`config.mk`:
```
export PLATFORM = sky130hd
export DESIGN_NAME = gaoc_top
export DESIGN_NICKNAME = d
export VERILOG_FILES = /design/src/hw/gaoc_pkg.sv /design/src/hw/gaoc_top.sv /design/src/hw/gaoc_ra_mem.sv
export SDC_FILE = /design/constraint.sdc
export NUM_CORES = 2
export LEC_CHECK = 0
export ABC_CLOCK_PERIOD_IN_PS = 30200
export BUFFER_PORTS_ARGS = -buffer_cell sky130_fd_sc_hd__buf_2
export CORE_MARGIN = 1.5
export CORE_UTILIZATION = 35
export DETAILED_ROUTE_END_ITERATION = 12
export GPL_TIMING_DRIVEN = 0
export PLACE_DENSITY_LB_ADDON = 0.05
export SYNTH_ARGS = -nofsm -noshare
export SYNTH_HDL_FRONTEND = slang
export SYNTH_SLANG_ARGS = --single-unit
```
`constraint.sdc`:
```
create_clock -name ref_clk -period 30.2 [get_ports ref_clk]
set_input_delay 1.51 -clock ref_clk [delete_from_list [all_inputs] [get_ports ref_clk]]
set_output_delay 1.51 -clock ref_clk [all_outputs]
set_load 0.1 [all_outputs]
```
`src/hw/gaoc_pkg.sv`:
```
// constants and types for the gauge alert and configuration block
package gaoc_pkg;

   // configuration byte layout
   localparam int CFG_W = 8;
   localparam int CFG_TEMP_B = 0;
   localparam int CFG_POL_B = 1;
   localparam int CFG_BIE_B = 2;
   localparam int CFG_RMF_B = 3;
   localparam int CFG_SLP_B = 4;
   localparam int CFG_LOWF_B = 5;
   localparam int CFG_RSVD_B = 6;
   localparam int CFG_RESC_B = 7;
   localparam logic [7:0] CFG_RST = 8'h19;

   // capacity thresholds in mAh
   localparam int CAP_W = 16;
   localparam logic [15:0] LOW_SET_MAH = 16'h0096;
   localparam logic [15:0] LOW_CLR_MAH = 16'h00af;
   localparam logic [15:0] FIN_SET_MAH = 16'h004b;
   localparam logic [15:0] FIN_CLR_MAH = 16'h0064;

   // state of charge scale and current divisors times ten
   localparam logic [6:0] SOC_FULL = 7'h64;
   localparam logic [19:0] CHG_DIV_X10 = 20'h00085;
   localparam logic [19:0] DSG_DIV_X10 = 20'h000a7;
   localparam logic [19:0] QUIT_DIV_X10 = 20'h000fa;

   // alert pulse timing
   localparam int CLK_PERIOD_NS = 10;
   localparam int PULSE_WIDTH_NS = 1000000;
   localparam int PULSE_CYC = PULSE_WIDTH_NS / CLK_PERIOD_NS;
   localparam int PCNT_W = 17;
   localparam int PEND_W = 4;

   // host temperature default, 25 C in tenths of kelvin
   localparam logic [15:0] HTEMP_RST = 16'h0ba6;

   // resistance tables
   localparam int RA_TABLES = 2;
   localparam int RA_ENTRIES = 15;
   localparam int RA_W = 16;
   localparam int RA_AW = 5;
   localparam logic [15:0] RA_DEF = 16'h0066;
   localparam logic [3:0] RA_FLAG_IDX = 4'hf;
   localparam logic [7:0] RA_ON = 8'h55;
   localparam logic [7:0] RA_UPDATED = 8'h00;
   localparam logic [7:0] RA_UNTOUCHED = 8'hff;
   localparam logic [15:0] RA_VF_RST = {RA_UNTOUCHED, RA_ON};

   // battery activity
   typedef enum logic [1:0] {GAOC_RELAX, GAOC_CHG, GAOC_DSG} gaoc_state_t;

endpackage : gaoc_pkg

```
`src/hw/gaoc_top.sv`:
```
// gauge alert output, hysteresis flags and operating configuration
// Function
// - polarity bit sets alert active level
// - function bit picks low level or pulses
// - low level mode follows low charge flag
// - low flag sets below 150 mAh
// - low flag clears only above 175 mAh
// - final flag sets below 75 mAh
// - final flag clears above 100 mAh if set
// - each pulse mode event gives 1 ms pulse
// - charging pulses on reaching an interval point
// - discharging pulses on falling below interval point
// - state change pulses; zero step disables both
// - pin removal pulses when pin detection enabled
// - presence from pin, else host subcommand
// - sleep only while permit bit set
// - termination loads full charge capacity
// - host temperature if enabled, else sensor
// - reserve compensation bit drives compensation enable
// - bit six reserved, no effect
// - validity bytes: 55 on, 00 updated, ff untouched
// - two tables of fifteen, factory restorable
// - battery state from capacity over divisors
`timescale 1ns/1ps
`default_nettype none
module gaoc_top
   import gaoc_pkg::*;
#(
   parameter int PULSE_CYCLES = PULSE_CYC,
   parameter logic [15:0] LOW_SET = LOW_SET_MAH,
   parameter logic [15:0] LOW_CLR = LOW_CLR_MAH,
   parameter logic [15:0] FIN_SET = FIN_SET_MAH,
   parameter logic [15:0] FIN_CLR = FIN_CLR_MAH
)
(
   input wire logic ref_clk,
   input wire logic resetn,
   input wire logic cfg_wr,
   input wire logic [CFG_W-1:0] cfg_wdata,
   output logic [CFG_W-1:0] cfg_rdata,
   input wire logic cap_wr,
   input wire logic [CAP_W-1:0] cap_wdata,
   input wire logic [CAP_W-1:0] full_charge_capacity,
   input wire logic [CAP_W-1:0] design_capacity,
   input wire logic signed [15:0] avg_current,
   input wire logic [6:0] state_of_charge,
   input wire logic [7:0] interval_step_setting,
   input wire logic charge_term,
   input wire logic insertion_detect_pin,
   input wire logic insert_battery_subcommand,
   input wire logic remove_battery_subcommand,
   input wire logic temp_wr,
   input wire logic [15:0] temp_wdata,
   input wire logic [15:0] internal_temp,
   input wire logic sleep_cond,
   input wire logic ra_wr,
   input wire logic [RA_AW-1:0] ra_addr,
   input wire logic [RA_W-1:0] ra_wdata,
   input wire logic factory_restore,
   output logic [RA_W-1:0] ra_rdata,
   output logic alert_output_pin,
   output logic low_charge_warning_flag,
   output logic final_charge_warning_flag,
   output logic [CAP_W-1:0] remaining_capacity,
   output logic battery_present,
   output logic [1:0] battery_state,
   output logic [15:0] temperature,
   output logic sleep_permit,
   output logic reserve_comp_en
);

   // ****************************************
   // state
   // ****************************************
   typedef struct packed {
      logic [CFG_W-1:0] cfg;   // operating_configuration
      logic [CAP_W-1:0] rcap;  // remaining capacity
      logic low_f;             // low charge warning
      logic fin_f;             // final charge warning
      logic [6:0] soc_q;       // previous state of charge
      gaoc_state_t st;         // battery activity
      logic pin_q;             // previous insertion pin level
      logic present;           // battery present
      logic [15:0] htemp;      // host written temperature
      logic [15:0] temp;       // temperature in use
      logic slp;               // sleep permitted
      logic pulse;             // pulse in progress
      logic [PCNT_W-1:0] pcnt; // pulse cycles left
      logic [PEND_W-1:0] pend; // queued pulses
      logic alert;             // pin level
   } gaoc_top_t;

   // pin idles high: polarity low and no pulse after reset
   localparam gaoc_top_t TOP_RST = '{
      cfg: CFG_RST, rcap: '0, low_f: 1'b0, fin_f: 1'b0,
      soc_q: '0, st: GAOC_RELAX, pin_q: 1'b1, present: 1'b0,
      htemp: HTEMP_RST, temp: '0, slp: 1'b0, pulse: 1'b0,
      pcnt: '0, pend: '0, alert: 1'b1
   };

   gaoc_top_t s;
   gaoc_top_t next_s;

   // ****************************************
   // battery activity classification
   // ****************************************
   logic [19:0] chg_thr;             // charge current threshold
   logic [19:0] dsg_thr;             // discharge current threshold
   logic [19:0] quit_thr;            // relaxation band
   logic signed [20:0] cur;          // sign extended current
   logic signed [20:0] chg_s;
   logic signed [20:0] dsg_s;
   logic signed [20:0] quit_s;
   gaoc_state_t next_st;             // activity for next cycle

   assign chg_thr = (20'(design_capacity) * 20'd10) / CHG_DIV_X10;
   assign dsg_thr = (20'(design_capacity) * 20'd10) / DSG_DIV_X10;
   assign quit_thr = (20'(design_capacity) * 20'd10) / QUIT_DIV_X10;
   assign cur = 21'(avg_current);
   assign chg_s = $signed({1'b0, chg_thr});
   assign dsg_s = $signed({1'b0, dsg_thr});
   assign quit_s = $signed({1'b0, quit_thr});

   // activity holds inside the dead bands between thresholds
   always_comb
   begin
      if (cur > chg_s)
         next_st = GAOC_CHG;
      else if (cur < -dsg_s)
         next_st = GAOC_DSG;
      else if (cur < quit_s && cur > -quit_s)
         next_st = GAOC_RELAX;
      else
         next_st = s.st;
   end

   // ****************************************
   // pulse events
   // ****************************************
   logic step_on;  // interval and state pulses enabled
   logic pulse_md; // interrupt pulse function selected
   logic soc_ev;   // interval point crossed
   logic state_ev; // activity changed
   logic rem_ev;   // removal seen on the pin
   logic [7:0] lvl_now;
   logic [7:0] lvl_old;

   // number of interval points above a charge level, rounded up;
   // a crossing is a fall of this count while charging or a rise while discharging
   function automatic logic [7:0] gaoc_lvl(input logic [6:0] v,
                                           input logic [7:0] step);
      logic [7:0] gap;
      gap = 8'(SOC_FULL - v);
      if (step == 8'h00)
         return 8'h00;
      return (gap + step - 8'd1) / step;
   endfunction : gaoc_lvl

   assign step_on = interval_step_setting != 8'h00;
   assign pulse_md = !s.cfg[CFG_LOWF_B];
   assign lvl_now = gaoc_lvl(state_of_charge, interval_step_setting);
   assign lvl_old = gaoc_lvl(s.soc_q, interval_step_setting);

   assign soc_ev = pulse_md && step_on &&
      ((s.st == GAOC_CHG && lvl_now < lvl_old) ||
       (s.st == GAOC_DSG && lvl_now > lvl_old));

   // activity change, off with zero step
   assign state_ev = pulse_md && step_on && next_st != s.st;

   // removal is a rising pin edge
   assign rem_ev = pulse_md && s.cfg[CFG_BIE_B] && !s.pin_q &&
      insertion_detect_pin;

   // ****************************************
   // next state
   // ****************************************
   logic [PEND_W:0] pend_sum; // queued plus new events
   logic act;                 // alert asserted before polarity

   always_comb
   begin
      next_s = s;
      pend_sum = (PEND_W+1)'(s.pend) + (PEND_W+1)'(soc_ev) +
         (PEND_W+1)'(state_ev) + (PEND_W+1)'(rem_ev);
      // bit six stored, never read by logic
      if (cfg_wr)
         next_s.cfg = cfg_wdata;

      if (charge_term && s.cfg[CFG_RMF_B])
         next_s.rcap = full_charge_capacity;
      else if (cap_wr)
         next_s.rcap = cap_wdata;

      if (s.rcap < LOW_SET)
         next_s.low_f = 1'b1;
      else if (s.rcap > LOW_CLR)
         next_s.low_f = 1'b0;

      // final flag, clears only if set
      if (s.rcap < FIN_SET)
         next_s.fin_f = 1'b1;
      else if (s.fin_f && s.rcap > FIN_CLR)
         next_s.fin_f = 1'b0;

      next_s.soc_q = state_of_charge;
      next_s.st = next_st;
      next_s.pin_q = insertion_detect_pin;

      // presence by pin edges or subcommand
      if (s.cfg[CFG_BIE_B])
      begin
         // high to low inserts, low to high removes
         if (s.pin_q && !insertion_detect_pin)
            next_s.present = 1'b1;
         else if (!s.pin_q && insertion_detect_pin)
            next_s.present = 1'b0;
      end
      else if (insert_battery_subcommand)
         next_s.present = 1'b1;
      else if (remove_battery_subcommand)
         next_s.present = 1'b0;

      if (temp_wr && s.cfg[CFG_TEMP_B])
         next_s.htemp = temp_wdata;
      if (s.cfg[CFG_TEMP_B])
         next_s.temp = s.htemp;
      else
         next_s.temp = internal_temp;

      next_s.slp = s.cfg[CFG_SLP_B] && sleep_cond;

      // pulse engine runs only in pulse mode
      if (!pulse_md)
      begin
         // queue is dropped when the level function takes over
         next_s.pulse = 1'b0;
         next_s.pcnt = '0;
         next_s.pend = '0;
      end
      else if (s.pulse)
      begin
         if (s.pcnt == '0)
            next_s.pulse = 1'b0;
         else
            next_s.pcnt = s.pcnt - PCNT_W'(1);
         if (pend_sum > (PEND_W+1)'({PEND_W{1'b1}}))
            next_s.pend = '1;
         else
            next_s.pend = PEND_W'(pend_sum);
      end
      else if (pend_sum != '0)
      begin
         next_s.pulse = 1'b1;
         next_s.pcnt = PCNT_W'(PULSE_CYCLES - 1);
         if (pend_sum > (PEND_W+1)'({PEND_W{1'b1}}))
            next_s.pend = '1;
         else
            next_s.pend = PEND_W'(pend_sum - (PEND_W+1)'(1));
      end

      if (next_s.cfg[CFG_LOWF_B])
         act = next_s.low_f;
      else
         act = next_s.pulse;
      next_s.alert = next_s.cfg[CFG_POL_B] ? act : !act;
   end

   // ****************************************
   // registers
   // ****************************************
   // one register bank for the whole block except the resistance tables, which keep their own in gaoc_ra_mem
   always_ff @(posedge ref_clk or negedge resetn)
   begin
      if (!resetn)
         s <= TOP_RST;
      else
         s <= next_s;
   end

   // ****************************************
   // resistance tables
   // ****************************************
   // table store with restore
   gaoc_ra_mem u_ra_mem (
      .ref_clk(ref_clk),
      .resetn(resetn),
      .wr(ra_wr),
      .addr(ra_addr),
      .wdata(ra_wdata),
      .restore(factory_restore),
      .rdata(ra_rdata)
   );

   // outputs straight from flops
   assign cfg_rdata = s.cfg;
   assign alert_output_pin = s.alert;
   assign low_charge_warning_flag = s.low_f;
   assign final_charge_warning_flag = s.fin_f;
   assign remaining_capacity = s.rcap;
   assign battery_present = s.present;
   assign battery_state = s.st;
   assign temperature = s.temp;
   assign sleep_permit = s.slp;
   assign reserve_comp_en = s.cfg[CFG_RESC_B];
endmodule : gaoc_top
`default_nettype wire

```
`src/hw/gaoc_ra_mem.sv`:
```
// resistance table store with validity bytes and registered read
`timescale 1ns/1ps
`default_nettype none
module gaoc_ra_mem
   import gaoc_pkg::*;
(
   input wire logic ref_clk,
   input wire logic resetn,
   input wire logic wr,
   input wire logic [RA_AW-1:0] addr,
   input wire logic [RA_W-1:0] wdata,
   input wire logic restore,
   output logic [RA_W-1:0] rdata
);

   // ****************************************
   // state
   // ****************************************
   typedef struct packed {
      logic [RA_TABLES*RA_ENTRIES-1:0][RA_W-1:0] ra; // table values
      logic [RA_TABLES-1:0][7:0] vf;                // validity bytes
      logic [RA_W-1:0] rd;                          // read register
   } gaoc_mem_t;

   localparam gaoc_mem_t MEM_RST = '{
      ra: {RA_TABLES*RA_ENTRIES{RA_DEF}},
      vf: RA_VF_RST,
      rd: '0
   };

   gaoc_mem_t s;
   gaoc_mem_t next_s;
   logic [RA_AW-1:0] ent; // flat entry index
   logic is_flag;         // address points at a validity byte

   // ****************************************
   // next state
   // ****************************************
   always_comb
   begin
      next_s = s;
      is_flag = addr[3:0] == RA_FLAG_IDX;
      // second table follows the first in the flat array
      if (addr[RA_AW-1])
         ent = RA_AW'(addr[3:0]) + RA_AW'(RA_ENTRIES);
      else
         ent = RA_AW'(addr[3:0]);
      if (restore)
      begin
         next_s.ra = {RA_TABLES*RA_ENTRIES{RA_DEF}};
         next_s.vf = RA_VF_RST;
      end
      else if (wr && is_flag)
         next_s.vf[addr[RA_AW-1]] = wdata[7:0];
      else if (wr)
         next_s.ra[ent] = wdata;
      // read reflects storage before this cycle's write
      if (is_flag)
         next_s.rd = {8'h00, s.vf[addr[RA_AW-1]]};
      else
         next_s.rd = s.ra[ent];
   end

   // registers, reset loads the factory image
   always_ff @(posedge ref_clk or negedge resetn)
   begin
      if (!resetn)
         s <= MEM_RST;
      else
         s <= next_s;
   end

   assign rdata = s.rd;
endmodule : gaoc_ra_mem
`default_nettype wire

```
# Yosys cells after proc, flatten, opt, wreduce, memory -nomap -nowiden
# Cells that the tools add are included.
[word_totals]
reg_bits = 605
latch_bits = 0
ram_bits = 0
romBits = 0
in_bits = 152
out_inout_bits = 64
wordCells = 172
mem_count = 0
[classes]
add_sub_neg = 14
n_mul = 1
div = 5
magnitude_cmp = 15
n_eq_ne = 7
shift = 0
n_mux = 45
bitwise = 0
reduce_logical = 36
[op_table]
columns = ["operator", "n"]
rows = [
  ["two-way mux 480 bit", 2],
  ["two-way mux 496 bit", 1],
  ["bitwise mux 480 bit", 1],
  ["two-way mux 16 bit", 7],
  ["binary-select mux 16 bit (select 5 bit)", 1],
  ["demux 16 bit (select 5 bit)", 1],
  ["two-way mux 22 bit", 3],
  ["divider 20 x 8 -> 20 bit (second input constant)", 3],
  ["two-way mux 8 bit", 6],
  ["greater-than comparator 16 x 21 -> 1 bit", 2],
  ["less-than comparator 16 x 21 -> 1 bit", 2],
  ["negator 20 -> 21 bit", 2],
  ["multiplier 16 x 3 -> 19 bit (second input constant)", 1],
  ["logical AND 1 bit", 18],
  ["logical NOT 17 bit", 1],
  ["two-way mux 17 bit", 1],
  ["subtractor 17 x 1 -> 17 bit (second input constant)", 1],
  ["adder 8 bit", 2],
  ["bitwise mux 16 bit", 1],
  ["divider 8 x 8 -> 8 bit", 2],
  ["greater-than comparator 16 x 7 -> 1 bit (second input constant)", 1],
  ["greater-than comparator 16 x 8 -> 1 bit (second input constant)", 1],
  ["less-than comparator 16 x 7 -> 1 bit (second input constant)", 1],
  ["less-than comparator 16 x 8 -> 1 bit (second input constant)", 1],
  ["other kinds (34)", 61],
]

# Depth between registers and ports, before layout
[logic_depth]
word_depth = 20
mapped_depth = 96
ltp_nobuf = 93

# Modules after synthesis
# A second synthesis with hierarchy kept.
[unflattened]
hier_cells = 5518
hier_area_um2 = 48863.1
[modules_own_cells]
columns = ["module", "n_inst", "cells_each", "area_each_um2", "seq_area_each_um2"]
rows = [
  ["gaoc_ra_mem", 1, 2635, 27128.5, 12977.4],
  ["gaoc_top", 1, 2883, 21734.6, 2342.2],
]

# Least setup slack after synthesis
# Ideal clock, no wire load.
[synth_path]
path_kind = "in2reg"
from = "input port design_capacity[1]"
to = "register s[18] (netlist bit)"
setup_ps = 132
arrival_time_ps = 18072
setup_slack_ps = 11997
path_stages = 89
cell_sequence = "ha_1 -> ha_1 -> fa_1 -> a211oi_4 -> o211ai_2 -> a211oi_4 -> xnor2_1 -> a211oi_4 -> a21oi_1 -> o32a_1 -> a2111oi_2 -> o21ai_2 -> inv_2 -> mux2i_1 -> nand2_1 -> a2111o_1 -> or2_4 -> buf_4 -> [... 53 more ...] -> nor4bb_1 -> nor3_1 -> nor4_1 -> o211ai_1 -> o2bb2ai_1 -> ha_1 -> inv_1 -> fa_1 -> nor2b_1 -> a21oi_1 -> or3_1 -> clkbuf_1 -> nand2_1 -> clkbuf_1 -> nor2_1 -> mux2_2 -> a22oi_1 -> nor2_1"
[synth_between]
elab_chain_cells = 15
word_cells_on_any_way = 21
cone_classes = "4 x add/sub; 1 x mul; 3 x div; 4 x order compare; 1 x eq/ne; 3 x mux; 5 x reduce/logical"
[synth_rtl]
columns = ["element", "line", "text"]
rows = [
  ["start, declared", "gaoc_top.sv:44", "input wire logic [CAP_W-1:0] design_capacity,"],
  ["multiplier 16 x 3 -> 19 bit *", "gaoc_top.sv:116, gaoc_top.sv:117, gaoc_top.sv:118", ""],
  ["divider 20 x 8 -> 20 bit", "gaoc_top.sv:118", "assign quit_thr = (20'(design_capacity) * 20'd10) / QUIT_DIV_X10;"],
  ["negator 20 -> 21 bit", "gaoc_top.sv:131", "else if (cur < quit_s && cur > -quit_s)"],
  ["greater-than comparator 16 x 21 -> 1 bit", "gaoc_top.sv:131", ""],
  ["logical AND 1 bit", "gaoc_top.sv:131", ""],
  ["two-way mux 2 bit", "gaoc_top.sv:131", ""],
  ["two-way mux 2 bit", "gaoc_top.sv:129", "else if (cur < -dsg_s)"],
  ["two-way mux 2 bit *", "gaoc_top.sv:127", "if (cur > chg_s)"],
  ["!= test 2 bit *", "gaoc_top.sv:169", "assign state_ev = pulse_md && step_on && next_st != s.st;"],
  ["logical AND 1 bit *", "gaoc_top.sv:169", ""],
  ["adder 5 x 1 -> 5 bit *", "gaoc_top.sv:184", "pend_sum = (PEND_W+1)'(s.pend) + (PEND_W+1)'(soc_ev) +"],
  ["adder 5 x 1 -> 5 bit *", "gaoc_top.sv:185", "(PEND_W+1)'(state_ev) + (PEND_W+1)'(rem_ev);"],
  ["nonzero test 5 bit *", "gaoc_top.sv:252", "else if (pend_sum != '0)"],
  ["nonzero test 3 bit (no line) *", "-", ""],
  ["AND reduction 2 bit (no line) *", "-", ""],
  ["end signal, assigned", "gaoc_top.sv:278", "s <= next_s;"],
  ["end, declared", "gaoc_top.sv:101", "gaoc_top_t s;"],
]
# Every way passes the cells marked *; elsewhere a longest branch is shown, timed or not.
# A chain may end at the register's enable or synchronous reset.

# Worst setup path after layout
[layout_path]
from = "input port design_capacity[1]"
to = "register s[12] (netlist bit)"
# The elaborated chain is that of the path after synthesis.

==> flow_summary.yaml <==
routing:
  vias: 43000
  remaining_drc_errors: 0
  viasPerCell: 5.65
  wirelength_um: 174000
  post_drt_wl_per_cell_um: 22.9
  first_pass_iters: 5
  drt-initial-drc-count: 3069
  postRouteAntennaNets: 0
sta:
  slew_headroom_pct: 3.52
  final_hold_viol_count: 0
  setup_viol: 0
  min_period_ns: 21.96
  final_max_slew_viol_count: 0
  fin_worst_skew_ns: 0.0290
  hold_ws_ns: 0.486
  min_period_over_period_pct: 72.7
  rsz0062_at_grt: "false"
  finalSetupTns_ns: 0
  timing.fmax_mhz: 45.5
  worst_pin_slew_ns: 1.45
  setup_slack_ns: 8.24
run:
  cap_violations: 0
global_routing:
  track_usage_pct: 25.3
  grt.met2_usage_pct: 41.5
  grtUsageMet1_pct: 34.6
  grt_antenna_before_repair: 6
  busiest_layer: "met2"
  grt_pass1_vias: 42000
  gr-usage-met3_pct: 2.78
  grt-ovfl-total: 0
  grt_pass1_wl_um: 265000
  grt_max_degree: 89
synthesis:
  synth.avg_cell_area_um2: 8.44
  synth_area_leaders: "dfrtp_1 (25%), nand2_1 (11%), dfstp_2 (8.1%)"
  post-synth-top-area-cell: "dfrtp_1"
  async_reset_ff_share_pct: 100
  synth_fa_ha_area_share_pct: 6.42
  synthSimpleGateAreaFrac_pct: 22.8
  synth_compound_area_share_pct: 19.8
  yosysSeqAreaShare_pct: 33.0
  yosysWarningCount: 0
  synth.mux.area_fraction_pct: 9.53
  yosysUniqueCellTypes: 162
  synth-seq-cells: 605
  synth_ff_type: "dfrtp_1"
  synth_top_family_by_area: "simple AND/OR/NAND/NOR gates"
  synth_nets: 5880
  synth_edf_count: 0
  netlist_area_um2: 46500
  synthCells: 5508
  synth_xor_area_share_pct: 3.38
  synth_top_area_share_pct: 24.8
run_status:
  outcome: "complete, no violations"
clock_tree:
  clk_latency_ns: 0.68
  holdBufCountCts: 0
  clockBufferDepth: 3
  cts_setup_buffers: 0
  cts_htree_levels: 3
  cts_buffers: 79
  clockRootBuffer: "clkbuf_16"
  cts_repair_resize_count: 0
  clk_pin_slew_worst_paths_ns: 0.06
  cts_num_sinks: 605
  cts_tree: "done"
worst_hold_path:
  hold_depth: 2
  min_from: "u_ra_mem.s[145]"
  hold_path.class: "reg -> reg"
  min_to: "u_ra_mem.s[145]"
die:
  die_area_um2: 135000
  initial_core_util_pct: 35.3
  die_w_um: 367
  io_pins: 216
  die_h_um: 367
  core_um2: 132000
  rows: 133
setup_path:
  crit_path_start_kind: "primary input"
  r2r-start: "s[61]"
  critPathMaxStageDelay_ns: 0.64
  ff2ff_path_depth: 88
  worstPathRequired_ns: 30.77
  slowest_stage: "o21ai_1"
  end_kind: "register"
  setup.worst_path.class: "in -> reg"
  reg2reg_slack_ns: 11.74
  cp.arrival_ns: 22.53
  reg2reg_to: "s[12]"
  worstPathMaxFanout: 10
layout:
  fillers: 13500
  multi_input_area_um2: 28800
  postLayoutCellArea_um2: 52600
  drive_above_1_share_pct: 16.4
  diodes: 0
  nets: 6171
  ff_latch_area_um2: 15300
  syn_to_final_growth_pct: 13.3
placement:
  placed_cell_area_um2: 49900
  portBuffers: 200
  dp_hpwl_um: 130000
  gp_congestion: 0.917
  dp_slack_ns: 7.73
-- registers in the layout (all words and copies together), names as in the netlist --
signal                     cells
remaining_capacity            16
cfg_rdata                      8
low_charge_warning_flag        1
battery_state                  2
final_charge_warning_flag      1
u_ra_mem.rdata                16
temperature                   16
u_ra_mem.s                   496
sleep_permit                   1
alert_output_pin               1
battery_present                1
s                             46
-- cell families (layout without fill, tap and decap cells) --
family | after synthesis | after routing
buffers and inverters | 496 | 849
adder cells (fa/ha/maj) | 239 | 239
AND/OR/NAND/NOR | 2327 | 2327
AO/OA/AOI/OAI | 1386 | 1386
multiplexers | 283 | 283
flip-flops | 605 | 605
other | 1 | 1
XOR/XNOR | 171 | 171
-- stage by stage --
step	utilization, %	cells
2_1_floorplan	-	5508
3_3_place_gp	37.7	7463
3_5_place_dp	37.9	7473
4_1_cts	40.0	7616
5_1_grt	40.0	7616
6_report	40.0	7616
-- synthesized netlist by cell type, types with 12 or more instances --
master,number
and3_1,31
nor2_1,273
nor3_1,131
nor4_1,28
o211a_1,12
nand2b_1,48
a21oi_1,598
buf_1,16
mux4_2,119
nand2_1,1341
o211ai_1,36
o21ai_0,183
nand4_1,31
o21ai_1,25
a221oi_1,12
dfrtp_1,461
and2_1,30
mux2i_1,91
buf_4,68
xor2_1,45
a31oi_1,35
clkbuf_1,266
buf_2,21
nand3b_1,132
a21oi_2,13
maj3_1,18
dfstp_2,144
nor2b_1,48
o31ai_1,29
o21bai_1,12
a311oi_1,15
nand3_1,108
mux2_2,67
o21a_1,64
inv_1,90
a211oi_1,46
a22oi_1,17
o2111ai_1,15
ha_1,215
o22ai_1,15
a211o_1,12
or3_1,23
or2_2,17
xnor2_1,118
a21o_1,49
-- routing by layer --
metal  part of all wire (%)  wire, um
met1                     45     78000
met2                     47     81500
met3                    5.1      8900
met4                    3.3      5670
met5                 0.0040         7
-- layout make-up --
type	count	share of cell area [%]
Multi-Input combinational cell	4407	54.7
Sequential cell	605	29.1
Clock buffer	119	4.37
Tap cell	1755	4.17
Buffer	396	3.78
Timing Repair Buffer	210	2.34
Clock inverter	24	0.761
Inverter	100	0.732
-- how the worst max path moves through the flow --
stage,startpoint,endpoint,slack (ns),cells after the start
global route,design_capacity[1],s[5],6.58,81
CTS,design_capacity[1],s[18],8.37,80
floorplan,design_capacity[1],s[18],12.00,89
global placement,design_capacity[1],s[5],7.12,83
finish,design_capacity[1],s[12],8.24,80
detailed placement,design_capacity[1],s[18],7.73,80
-- worst max-delay path: cells and delay by family --
kind,cells,cell delay [ns]
AO/OA/AOI/OAI,40,11.05
AND/OR/NAND/NOR,17,3.09
adder cells (fa/ha/maj),8,2.64
buffers and inverters,10,2.37
multiplexers,3,1.25
XOR/XNOR,2,0.59
-- layout by cell type, fill, tap and decap left out, types with 81 or more instances in the layout --
master	Yosys	routed
nand2_1	1341	1341
ha_1	215	215
clkbuf_16	0	81
nor3_1	131	127
nand3_1	108	108
buf_2	21	223
xnor2_1	118	118
inv_1	90	90
nand3b_1	132	132
o21ai_0	183	183
nor2_1	273	273
dfstp_2	144	144
clkbuf_1	266	289
mux4_2	119	119
a21oi_1	598	598
mux2i_1	91	91
dfrtp_1	461	461
Power is left out: the tool's default activity adds up to more than one toggle a clock period on the data nets, which glitch-free logic cannot reach.
